**config.mk**
```make
export PLATFORM = sky130hd
export DESIGN_NAME = cplg_counter_preset_latch_gate
export DESIGN_NICKNAME = d
export VERILOG_FILES = /design/src/rtl/cplg_pkg.sv /design/src/rtl/cplg_edge_sync.sv /design/src/rtl/cplg_hold_reg.sv /design/src/rtl/cplg_counter_preset_latch_gate.sv
export SDC_FILE = /design/constraint.sdc
export NUM_CORES = 1
export LEC_CHECK = 0
export BUFFER_PORTS_ARGS = -buffer_cell sky130_fd_sc_hd__buf_2
export CORE_MARGIN = 10
export CORE_UTILIZATION = 41
export DETAILED_ROUTE_END_ITERATION = 16
export PLACE_DENSITY = 0.61
export SYNTH_ARGS = -nofsm -noshare
export SYNTH_HDL_FRONTEND = slang
export SYNTH_SLANG_ARGS = --single-unit
```
**constraint.sdc**
```tcl
create_clock -name clock -period 3.9 [get_ports clock]
set_clock_uncertainty 0.15 [all_clocks]
set_input_delay 0.195 -clock clock [delete_from_list [all_inputs] [get_ports clock]]
set_output_delay 0.195 -clock clock [all_outputs]
set_load 0.02 [all_outputs]
```
**src/rtl/cplg_pkg.sv**
```systemverilog
// shared constants for the counter preset, latch and gate block
package cplg_pkg;
  localparam int         CPLG_CNT_W    = 32;
  localparam int         CPLG_SYNC_LEN = 2;
  localparam logic [1:0] CPLG_GATE_OFF = 2'h0;
  localparam logic [1:0] CPLG_GATE_HI  = 2'h1;
  localparam logic [1:0] CPLG_GATE_LO  = 2'h2;
  localparam logic       CPLG_POL_FALL = 1'h0;
  localparam logic       CPLG_POL_RISE = 1'h1;
  localparam logic       CPLG_BIT_CLR  = 1'h0;
  localparam logic       CPLG_BIT_SET  = 1'h1;

  typedef enum logic [2:0] {
    PS_IDLE,
    PS_SW,
    PS_RISE,
    PS_FALL,
    PS_DONE
  } cplg_preset_e;

  typedef enum logic [1:0] {
    CS_IDLE,
    CS_ARMED,
    CS_DONE
  } cplg_capture_e;
endpackage

```
**src/rtl/cplg_edge_sync.sv**
```systemverilog
// input synchroniser with rise and fall pulse detection
`timescale 1ns/1ns
module cplg_edge_sync
  import cplg_pkg::*;
#(
  parameter int SYNC_LEN = CPLG_SYNC_LEN
) (
  input  wire logic clock,
  input  wire logic arst_n,
  input  wire logic din,
  output logic      level,
  output logic      rise,
  output logic      fall
);
  logic [SYNC_LEN-1:0] sync_reg;
  logic                prev_reg;

  if (SYNC_LEN < 2) begin : g_bad_len
    $error("cplg_edge_sync: SYNC_LEN below two");
  end

  // first stage feeds only the next stage
  always_ff @(posedge clock or negedge arst_n) begin
    if (!arst_n) begin
      sync_reg <= '0;
    end else begin
      sync_reg <= {sync_reg[SYNC_LEN-2:0], din};
    end
  end

  always_ff @(posedge clock or negedge arst_n) begin
    if (!arst_n) begin
      prev_reg <= CPLG_BIT_CLR;
    end else begin
      prev_reg <= sync_reg[SYNC_LEN-1];
    end
  end

  assign level = sync_reg[SYNC_LEN-1];
  assign rise  = sync_reg[SYNC_LEN-1] & ~prev_reg;
  assign fall  = ~sync_reg[SYNC_LEN-1] & prev_reg;
endmodule

```
**src/rtl/cplg_hold_reg.sv**
```systemverilog
// loadable holding register for the captured counter value
`timescale 1ns/1ns
module cplg_hold_reg #(
  parameter int WIDTH = 32
) (
  input  wire logic             clock,
  input  wire logic             arst_n,
  input  wire logic             load,
  input  wire logic [WIDTH-1:0] d,
  output logic      [WIDTH-1:0] q
);
  if (WIDTH < 1) begin : g_bad_width
    $error("cplg_hold_reg: WIDTH below one");
  end

  always_ff @(posedge clock or negedge arst_n) begin
    if (!arst_n) begin
      q <= '0;
    end else if (load) begin
      q <= d;
    end
  end
endmodule

```
**src/rtl/cplg_counter_preset_latch_gate.sv**
```systemverilog
// counter with preset load, edge capture and gate lock control
`timescale 1ns/1ns
module cplg_counter_preset_latch_gate
  import cplg_pkg::*;
#(
  parameter int CNT_W = CPLG_CNT_W
) (
  input  wire logic             clock,
  input  wire logic             arst_n,
  input  wire logic             gate_latch_in,
  input  wire logic             count_up,
  input  wire logic             count_down,
  input  wire logic [CNT_W-1:0] preset_value,
  input  wire logic             sw_preset_cmd,
  input  wire logic             preset_rise_arm,
  input  wire logic             preset_fall_arm,
  input  wire logic             capture_rise_arm,
  input  wire logic             capture_fall_arm,
  input  wire logic             continuous_capture_en,
  input  wire logic             ext_reset_en,
  input  wire logic             ext_reset_polarity,
  input  wire logic [1:0]       gate_polarity,
  input  wire logic             sw_gate_cmd,
  output logic      [CNT_W-1:0] counter_value_reg,
  output logic      [CNT_W-1:0] latch_value_reg,
  output logic                  capture_valid_reg,
  output logic                  preset_done_reg,
  output logic                  sw_gate_valid_reg,
  output logic                  counter_locked_reg,
  output logic                  capture_input_level_reg
);
  cplg_preset_e  ps_reg;
  cplg_preset_e  ps_next;
  cplg_capture_e cs_reg;
  cplg_capture_e cs_next;
  logic [1:0]    cap_mask_reg;
  logic          lvl;
  logic          rise;
  logic          fall;
  logic          gate_lock;
  logic          preset_fire;
  logic          reset_fire;
  logic          capture_fire;
  logic          any_preset_arm;
  logic          any_capture_arm;
  logic [CNT_W-1:0] counter_value_next;

  if (CNT_W < 2) begin : g_bad_width
    $error("cplg_counter_preset_latch_gate: CNT_W below two");
  end

  // gate lock decode, shared by counter and assertions
  function automatic logic lock_of(input logic [1:0] pol,
                                   input logic       level,
                                   input logic       sw);
    lock_of = sw | (pol == CPLG_GATE_HI && level)
                 | (pol == CPLG_GATE_LO && !level);
  endfunction

  cplg_edge_sync u_edge (
    .clock  (clock),
    .arst_n (arst_n),
    .din    (gate_latch_in),
    .level  (lvl),
    .rise   (rise),
    .fall   (fall)
  );

  assign any_preset_arm  = sw_preset_cmd | preset_rise_arm | preset_fall_arm;
  assign any_capture_arm = capture_rise_arm | capture_fall_arm;
  assign gate_lock = lock_of(gate_polarity, lvl, sw_gate_cmd);

  // edge preset fires in the edge cycle even if the lock engages
  assign preset_fire = (ps_reg == PS_SW)
                     | (ps_reg == PS_RISE && rise)
                     | (ps_reg == PS_FALL && fall);
  assign reset_fire = ext_reset_en &&
                      ((ext_reset_polarity == CPLG_POL_RISE) ? rise
                                                             : fall);
  // either armed polarity, as latched when the capture armed
  // one-shot needs valid low even if continuous just went off
  assign capture_fire = (cs_reg == CS_ARMED) &&
                        (continuous_capture_en || !capture_valid_reg) &&
                        ((cap_mask_reg[1] && rise) ||
                         (cap_mask_reg[0] && fall));

  // preset arbiter: the first arm seen owns it, later ones are not served until the state returns to idle
  always_comb begin
    ps_next = ps_reg;
    unique case (ps_reg)
      PS_IDLE: begin
        if (sw_preset_cmd) begin
          ps_next = PS_SW;
        end else if (preset_rise_arm) begin
          ps_next = PS_RISE;
        end else if (preset_fall_arm) begin
          ps_next = PS_FALL;
        end
      end
      PS_SW: begin
        ps_next = PS_DONE;
      end
      PS_RISE: begin
        if (rise) begin
          ps_next = PS_DONE;
        end else if (!preset_rise_arm) begin
          ps_next = PS_IDLE;
        end
      end
      PS_FALL: begin
        if (fall) begin
          ps_next = PS_DONE;
        end else if (!preset_fall_arm) begin
          ps_next = PS_IDLE;
        end
      end
      PS_DONE: begin
        if (!any_preset_arm) begin
          ps_next = PS_IDLE;
        end
      end
    endcase
  end

  always_ff @(posedge clock or negedge arst_n) begin
    if (!arst_n) begin
      ps_reg <= PS_IDLE;
    end else begin
      ps_reg <= ps_next;
    end
  end

  always_ff @(posedge clock or negedge arst_n) begin
    if (!arst_n) begin
      preset_done_reg <= CPLG_BIT_CLR;
    end else begin
      preset_done_reg <= (ps_next == PS_DONE);
    end
  end

  // capture arbiter; continuous mode stays armed
  always_comb begin
    cs_next = cs_reg;
    unique case (cs_reg)
      CS_IDLE: begin
        if (any_capture_arm) begin
          cs_next = CS_ARMED;
        end
      end
      CS_ARMED: begin
        if (!any_capture_arm) begin
          cs_next = capture_valid_reg ? CS_DONE : CS_IDLE;
        end else if (capture_fire && !continuous_capture_en) begin
          cs_next = CS_DONE;
        end
      end
      CS_DONE: begin
        if (!any_capture_arm) begin
          cs_next = CS_IDLE;
        end
      end
    endcase
  end

  always_ff @(posedge clock or negedge arst_n) begin
    if (!arst_n) begin
      cs_reg <= CS_IDLE;
    end else begin
      cs_reg <= cs_next;
    end
  end

  // arms present at arming time; later arms are ignored
  always_ff @(posedge clock or negedge arst_n) begin
    if (!arst_n) begin
      cap_mask_reg <= '0;
    end else if (cs_reg == CS_IDLE) begin
      cap_mask_reg <= {capture_rise_arm, capture_fall_arm};
    end
  end

  always_ff @(posedge clock or negedge arst_n) begin
    if (!arst_n) begin
      capture_valid_reg <= CPLG_BIT_CLR;
    end else if (capture_fire) begin
      capture_valid_reg <= CPLG_BIT_SET;
    end else if (cs_next == CS_IDLE) begin
      capture_valid_reg <= CPLG_BIT_CLR;
    end
  end

  // captures the value before any load or lock of this edge
  cplg_hold_reg #(
    .WIDTH (CNT_W)
  ) u_latch (
    .clock  (clock),
    .arst_n (arst_n),
    .load   (capture_fire),
    .d      (counter_value_reg),
    .q      (latch_value_reg)
  );

  // load and clear override the lock, counting does not
  always_comb begin
    counter_value_next = counter_value_reg;
    if (preset_fire) begin
      counter_value_next = preset_value;
    end else if (reset_fire) begin
      counter_value_next = '0;
    end else if (!gate_lock && count_up && !count_down) begin
      counter_value_next = counter_value_reg + 1'b1;
    end else if (!gate_lock && count_down && !count_up) begin
      counter_value_next = counter_value_reg - 1'b1;
    end
  end

  always_ff @(posedge clock or negedge arst_n) begin
    if (!arst_n) begin
      counter_value_reg <= '0;
    end else begin
      counter_value_reg <= counter_value_next;
    end
  end

  always_ff @(posedge clock or negedge arst_n) begin
    if (!arst_n) begin
      counter_locked_reg <= CPLG_BIT_CLR;
      sw_gate_valid_reg  <= CPLG_BIT_CLR;
    end else begin
      counter_locked_reg <= gate_lock;
      sw_gate_valid_reg  <= sw_gate_cmd;
    end
  end

  always_ff @(posedge clock or negedge arst_n) begin
    if (!arst_n) begin
      capture_input_level_reg <= CPLG_BIT_CLR;
    end else begin
      capture_input_level_reg <= lvl;
    end
  end
endmodule

```
; ---- Yosys cells after proc, flatten, opt, wreduce, memory -nomap -nowiden
; Cells that the tools add are included.
[op_classes]
mux = 22
n_bitwise = 11
add_sub_neg = 2
n_reduce_logical = 27
n_eq_ne = 9
[op_table]
columns = operator, n
row1 = two-way mux 32 bit, 4
row2 = "adder 32 x 1 -> 32 bit, second input constant", 1
row3 = "subtractor 32 x 1 -> 32 bit, second input constant", 1
row4 = two-way mux 3 bit, 8
row5 = one-hot mux 3 bit (5 select lines), 1
row6 = logical AND 1 bit, 14
row7 = two-way mux 2 bit, 5
row8 = bitwise OR 1 bit, 7
row9 = "equality test 3 x 2 -> 1 bit, second input constant", 2
row10 = "equality test 3 bit, second input constant", 2
row11 = logical NOT 1 bit, 6
row12 = one-hot mux 2 bit (3 select lines), 1
row13 = "equality test 2 x 1 -> 1 bit, second input constant", 2
row14 = "equality test 2 bit, second input constant", 2
row15 = logical NOT 2 bit, 2
row16 = nonzero test 4 bit, 1
row17 = "equality test 3 x 1 -> 1 bit, second input constant", 1
row18 = logical NOT 3 bit, 1
row19 = two-way mux 1 bit, 3
row20 = AND 1 bit, 2
row21 = logical OR 1 bit, 2
row22 = NOT 1 bit, 2
row23 = nonzero test 2 bit, 1
[totals]
register_bits = 78
in_bits = 48
elab_cells = 82

; ---- Depth between registers and ports, before layout
[depth]
depth_word = 12
ltp_mapped = 13
mapped_depth_nobuf = 12

; ---- Modules after synthesis
; Synthesis repeated with hierarchy kept, for this count alone.
[unflattened]
hier_cells = 553
area_unflattened_um2 = 5435.2
[modules_own_cells]
columns = module, area_each_um2, cells_per_inst, seq_area_each_um2, n_inst
row1 = cplg_counter_preset_latch_gate, 4000.1, 480, 1101.1, 1
row2 = cplg_hold_reg, 1345.0, 68, 800.8, 1
row3 = cplg_edge_sync, 90.1, 5, 75.1, 1

; ---- Worst setup path before layout
; No wires, ideal clock.
[synth_path]
path_kind = flip-flop to flip-flop
startpoint = register u_edge.sync_reg[1]
endpoint = register counter_value_reg[28]
synth_period_minus_slack_ns = 3.473
path_slack_ns = 0.427
t_required_ns = 3.631
stages_incl_launch_ff = 13
setup_ns = 0.119
arrival_ns = 3.204
path_cell_list = dfrtp_1 > nor2_1 > a221o_1 > or3b_4 > ha_1 > nand3_1 > a2111oi_0 > nor2_1 > o311ai_1 > o2111ai_1 > mux2i_1 > o21ai_1 > nand2_1
[synth_via]
elab_chain_len = 9
elab_cells_between_ends = 23
[synth_rtl]
columns = element, line_no
row1 = start: declaration, cplg_edge_sync.sv:15  ; logic [SYNC_LEN-1:0] sync_reg;
row2 = start signal: assignment, cplg_edge_sync.sv:27  ; sync_reg <= {sync_reg[SYNC_LEN-2:0], din};
row3 = logical AND 1 bit / logical NOT 1 bit (equally long branches), "cplg_counter_preset_latch_gate.sv:56, cplg_counter_preset_latch_gate.sv:57"
row4 = bitwise OR 1 bit / logical AND 1 bit (equally long branches), "cplg_counter_preset_latch_gate.sv:56, cplg_counter_preset_latch_gate.sv:57"
row5 = bitwise OR 1 bit (*), cplg_counter_preset_latch_gate.sv:57  ; | (pol == CPLG_GATE_LO && !level);
row6 = named net gate_lock, cplg_counter_preset_latch_gate.sv:40  ; logic gate_lock;
row7 = logical NOT 1 bit (*), "cplg_counter_preset_latch_gate.sv:210, cplg_counter_preset_latch_gate.sv:212"
row8 = logical AND 1 bit (2 in series), cplg_counter_preset_latch_gate.sv:210  ; end else if (!gate_lock && count_up && !count_down) begin
row9 = two-way mux 32 bit, cplg_counter_preset_latch_gate.sv:210
row10 = two-way mux 32 bit, cplg_counter_preset_latch_gate.sv:208  ; end else if (reset_fire) begin
row11 = two-way mux 32 bit, cplg_counter_preset_latch_gate.sv:206  ; if (preset_fire) begin
row12 = end signal: assignment, cplg_counter_preset_latch_gate.sv:221  ; counter_value_reg <= counter_value_next;
row13 = end: declaration, cplg_counter_preset_latch_gate.sv:24  ; output logic [CNT_W-1:0] counter_value_reg,
; Mark *: on every way through the listed nets, which the timed path passes. The rest lies on a longest branch.
; A chain may end at the register's enable or synchronous reset.

; ---- Final worst setup path
[layout_path]
startpoint = input port sw_gate_cmd
endpoint = register counter_value_reg[27]
[layout_via]
elab_chain_len = 8
elab_cells_between_ends = 11
[layout_rtl]
columns = element, line_no
row1 = start: declaration, cplg_counter_preset_latch_gate.sv:23  ; input wire logic sw_gate_cmd,
row2 = bitwise OR 1 bit (*), cplg_counter_preset_latch_gate.sv:56  ; lock_of = sw | (pol == CPLG_GATE_HI && level)
row3 = bitwise OR 1 bit (*), cplg_counter_preset_latch_gate.sv:57
row4 = named net gate_lock, cplg_counter_preset_latch_gate.sv:40
row5 = logical NOT 1 bit (*), "cplg_counter_preset_latch_gate.sv:210, cplg_counter_preset_latch_gate.sv:212"
row6 = logical AND 1 bit (2 in series), cplg_counter_preset_latch_gate.sv:210
row7 = two-way mux 32 bit, cplg_counter_preset_latch_gate.sv:210
row8 = two-way mux 32 bit, cplg_counter_preset_latch_gate.sv:208
row9 = two-way mux 32 bit, cplg_counter_preset_latch_gate.sv:206
; Marks and branches as above.

==> impl_metrics.py <==
metrics = {
    "routing": {
        "wl_per_cell_um": 17.51,
        "vias": 4738,
        "drc": 0,
        "drt_iter0_markers": 278,
        "antenna_left": 0,
        "first_pass_iters": 4,
        "routed_wl_mm": 15.45,
        "vias_per_cell": 5.372,
    },
    "timing": {
        "min_period_ps": 3699,
        "rsz0062_at_grt": "false",
        "tns_ps": 0,
        "finalHoldViolations": 0,
        "layout_setup_ws_ps": 201.5,
        "worst_slew_margin_rel_pct": 31.61,
        "finalHoldWorstSlack_ps": 26.96,
        "final_max_slew_viol_count": 0,
        "tightest_slew_ps": 1026,
        "setup-violations-final": 0,
        "fmax_mhz": 270.4,
        "post-route-period-util_pct": 94.83,
    },
    "setup_path": {
        "worstPathMaxFanout": 16,
        "critPathArrivalTime_ps": 3750,
        "r2r_cells": 13,
        "reg2reg_slack_ps": 230,
        "cp-endpoint": "counter_value_reg[27]",
        "critPathLaunchType": "primary input",
        "required_ps": 3950,
        "startpoint": "sw_gate_cmd",
        "worstReg2RegStart": "u_edge.sync_reg[1]",
        "path_class": "primary input to register",
        "r2r-end": "counter_value_reg[27]",
        "critPathCaptureType": "register",
    },
    "global_routing": {
        "grt_max_degree": 79,
        "grt_pass1_wl_mm": 25.92,
        "overflow": 0,
        "grt_usage_pct": 17.75,
        "grt_antenna_before_repair": 0,
        "grt_pass1_vias": 5075,
    },
    "clock_tree": {
        "cts.path.max_buffers": 2,
        "insertion_delay_ps": 350,
        "cts_buffers": 9,
        "clk_pin_slew_ps": 60,
        "cts_tree": "done",
        "htree_num_levels": 3,
        "cts-root-buf": "clkbuf_16",
        "clkSinkCount": 78,
    },
    "run": {
        "drv_cap": 0,
    },
    "yosys": {
        "synth_edf_count": 0,
        "ys_ff_latch": 78,
        "synth_top_area_share_pct": 38.06,
        "yosysMostFrequentCell": "dfrtp_1",
        "synth_compound_area_share_pct": 22.20,
        "synth.net_count": 642,
        "synth_fa_ha_area_share_pct": 10.15,
        "synth.distinct_cells": 63,
        "synthMuxAreaShare_pct": 8.222,
        "ys_top_cells_by_area": "dfrtp_1 38%, ha_1 9.8%, mux2_2 7.2%",
        "yosys.area.top_type": "dfrtp_1",
        "syn_area_mm2": 0.005129,
        "syn_area_per_cell_um2": 9.274,
        "yosys_warnings": 0,
        "ys.flop_type": "dfrtp_1",
        "synth-xor-area-share_pct": 4.611,
        "yosys.area_share.simple_pct": 13.78,
        "ys_seq_area_share_pct": 38.06,
        "synth_top_family_by_area": "compound AO/OA/AOI/OAI gates",
        "synthTopCellsByCount": "78 x dfrtp_1, 55 x nand2_1, 52 x o21ai_0",
        "ys_async_sr_fraction_pct": 100.0,
        "netlist_instances": 553,
    },
    "final_layout": {
        "n_antenna_cell": 0,
        "drive_gt1_share_pct": 27.87,
        "nFillCells": 1118,
        "fin_cells": 882,
        "final_nets": 799,
        "area_growth_pct": 31.64,
        "utilization_pct": 55.74,
    },
    "place": {
        "dpl.cell_count": 825,
        "place_ws_ps": 79.29,
        "port_buffers": 116,
        "detailed_place_hpwl_mm": 11.29,
        "place_congestion": 0.9191,
    },
    "floorplanning": {
        "start_util_pct": 42.35,
        "die_h_um": 131.8,
        "ios": 117,
        "die_x_um": 131.8,
        "core_mm2": 0.01211,
        "die_area_mm2": 0.01738,
        "fp-row-count": 40,
    },
    "power_and_ir_drop": {
        "peakVddDrop_mv": 0.4092,
        "p_per_area_mw_per_mm2": 919.9,
        "p_leak_uw": 0.003191,
    },
    "outcome": {
        "status": "finished clean",
    },
    "worst_hold_path": {
        "hold_path_class": "primary input to register",
    },
}
-- layout make-up --
class / instances / area [um2] / area share [%]
Sequential cell: 78 / 1952 / 28.91
Multi-Input combinational cell: 437 / 3092 / 45.79
Clock buffer: 11 / 242.7 / 3.595
Tap cell: 168 / 210.2 / 3.113
Inverter: 12 / 45.04 / 0.6672
Timing Repair Buffer: 172 / 1115 / 16.51
Clock inverter: 4 / 95.09 / 1.408
-- critical path, stage by stage --
cell	delay, ps
dlygate4sd3_1	540
buf_2	140
a221o_1	330
or3b_4	460
buf_12	170
ha_1	350
a21oi_1	150
o21ai_1	120
a21o_1	220
a221oi_4	320
o31ai_2	150
a211oi_2	300
xor2_1	180
o21ai_0	100
-- placed cells by master, fill, tap and decap left out, types with 4 or more instances in the layout --
cell type	n
a211oi_1	4
a21o_1	15
a21oi_1	48
a21oi_2	4
a22o_1	4
a22oi_1	10
buf_2	115
buf_4	17
clkbuf_16	9
dfrtp_1	78
dlygate4sd3_1	38
ha_1	36
inv_1	12
mux2_2	33
mux2i_1	5
nand2_1	55
nand2b_1	9
nand3_1	11
nand4_1	8
nor2_1	34
nor2b_1	5
nor3_1	6
o211ai_1	4
o21ai_0	49
o21ai_1	7
o22ai_1	4
xnor2_1	10
xor2_1	17
-- layer usage --
| metal | track usage [%] | up-vias | part of all wire [%] |
|---|---|---|---|
| met4 | 5.253 | 0 | 1.3 |
| li1 | - | 2351 | - |
| met2 | 30.43 | 105 | 49 |
| met5 | 0 | - | 0 |
| met1 | 21.88 | 2266 | 46 |
| met3 | 3.659 | 16 | 3.9 |
-- what timing repair did --
item / 4_1_cts / 5_1_grt
hold endpoints to repair: 115 / 0
hold buffers: 38 / 0
gates resized for setup: 0 / 16
setup buffers: 0 / 3
setup endpoints to repair: 0 / 15
-- stage by stage --
| step | instance area [um2] | total power [uW] |
|---|---|---|
| after floorplan | 5129 | 4022 |
| after global placement | 5944 | 5074 |
| after detailed placement | 5944 | 5125 |
| after CTS | 6663 | 6175 |
| after global routing | 6751 | 6763 |
| final | 6751 | 6211 |
-- power by group --
part	internal (uW)	switching, uW	leakage (uW)
sequential	1160	314	0.000972
clock	638	335	0.000166
combinational	1560	2200	0.00205
-- how the worst min path moves through the flow --
stage,start,end,slack (ps),cells after the start
floorplan,arst_n,cap_mask_reg[0],-250,0
global placement,gate_latch_in,u_edge.sync_reg[0],160,1
detailed placement,gate_latch_in,u_edge.sync_reg[0],150,1
CTS,preset_fall_arm,ps_reg[1],10,3
global route,preset_fall_arm,ps_reg[1],50,3
finish,preset_fall_arm,ps_reg[1],30,3
-- kinds of logic (layout without fill, tap and decap cells) --
logic type,after synthesis,in the layout
AO/OA/AOI/OAI,181,181
XOR/XNOR,27,27
adder cells (fa/ha/maj),41,41
buffers and inverters,39,199
flip-flops,78,78
multiplexers,38,38
AND/OR/NAND/NOR,149,150
(Power assumes the default switching activity.)
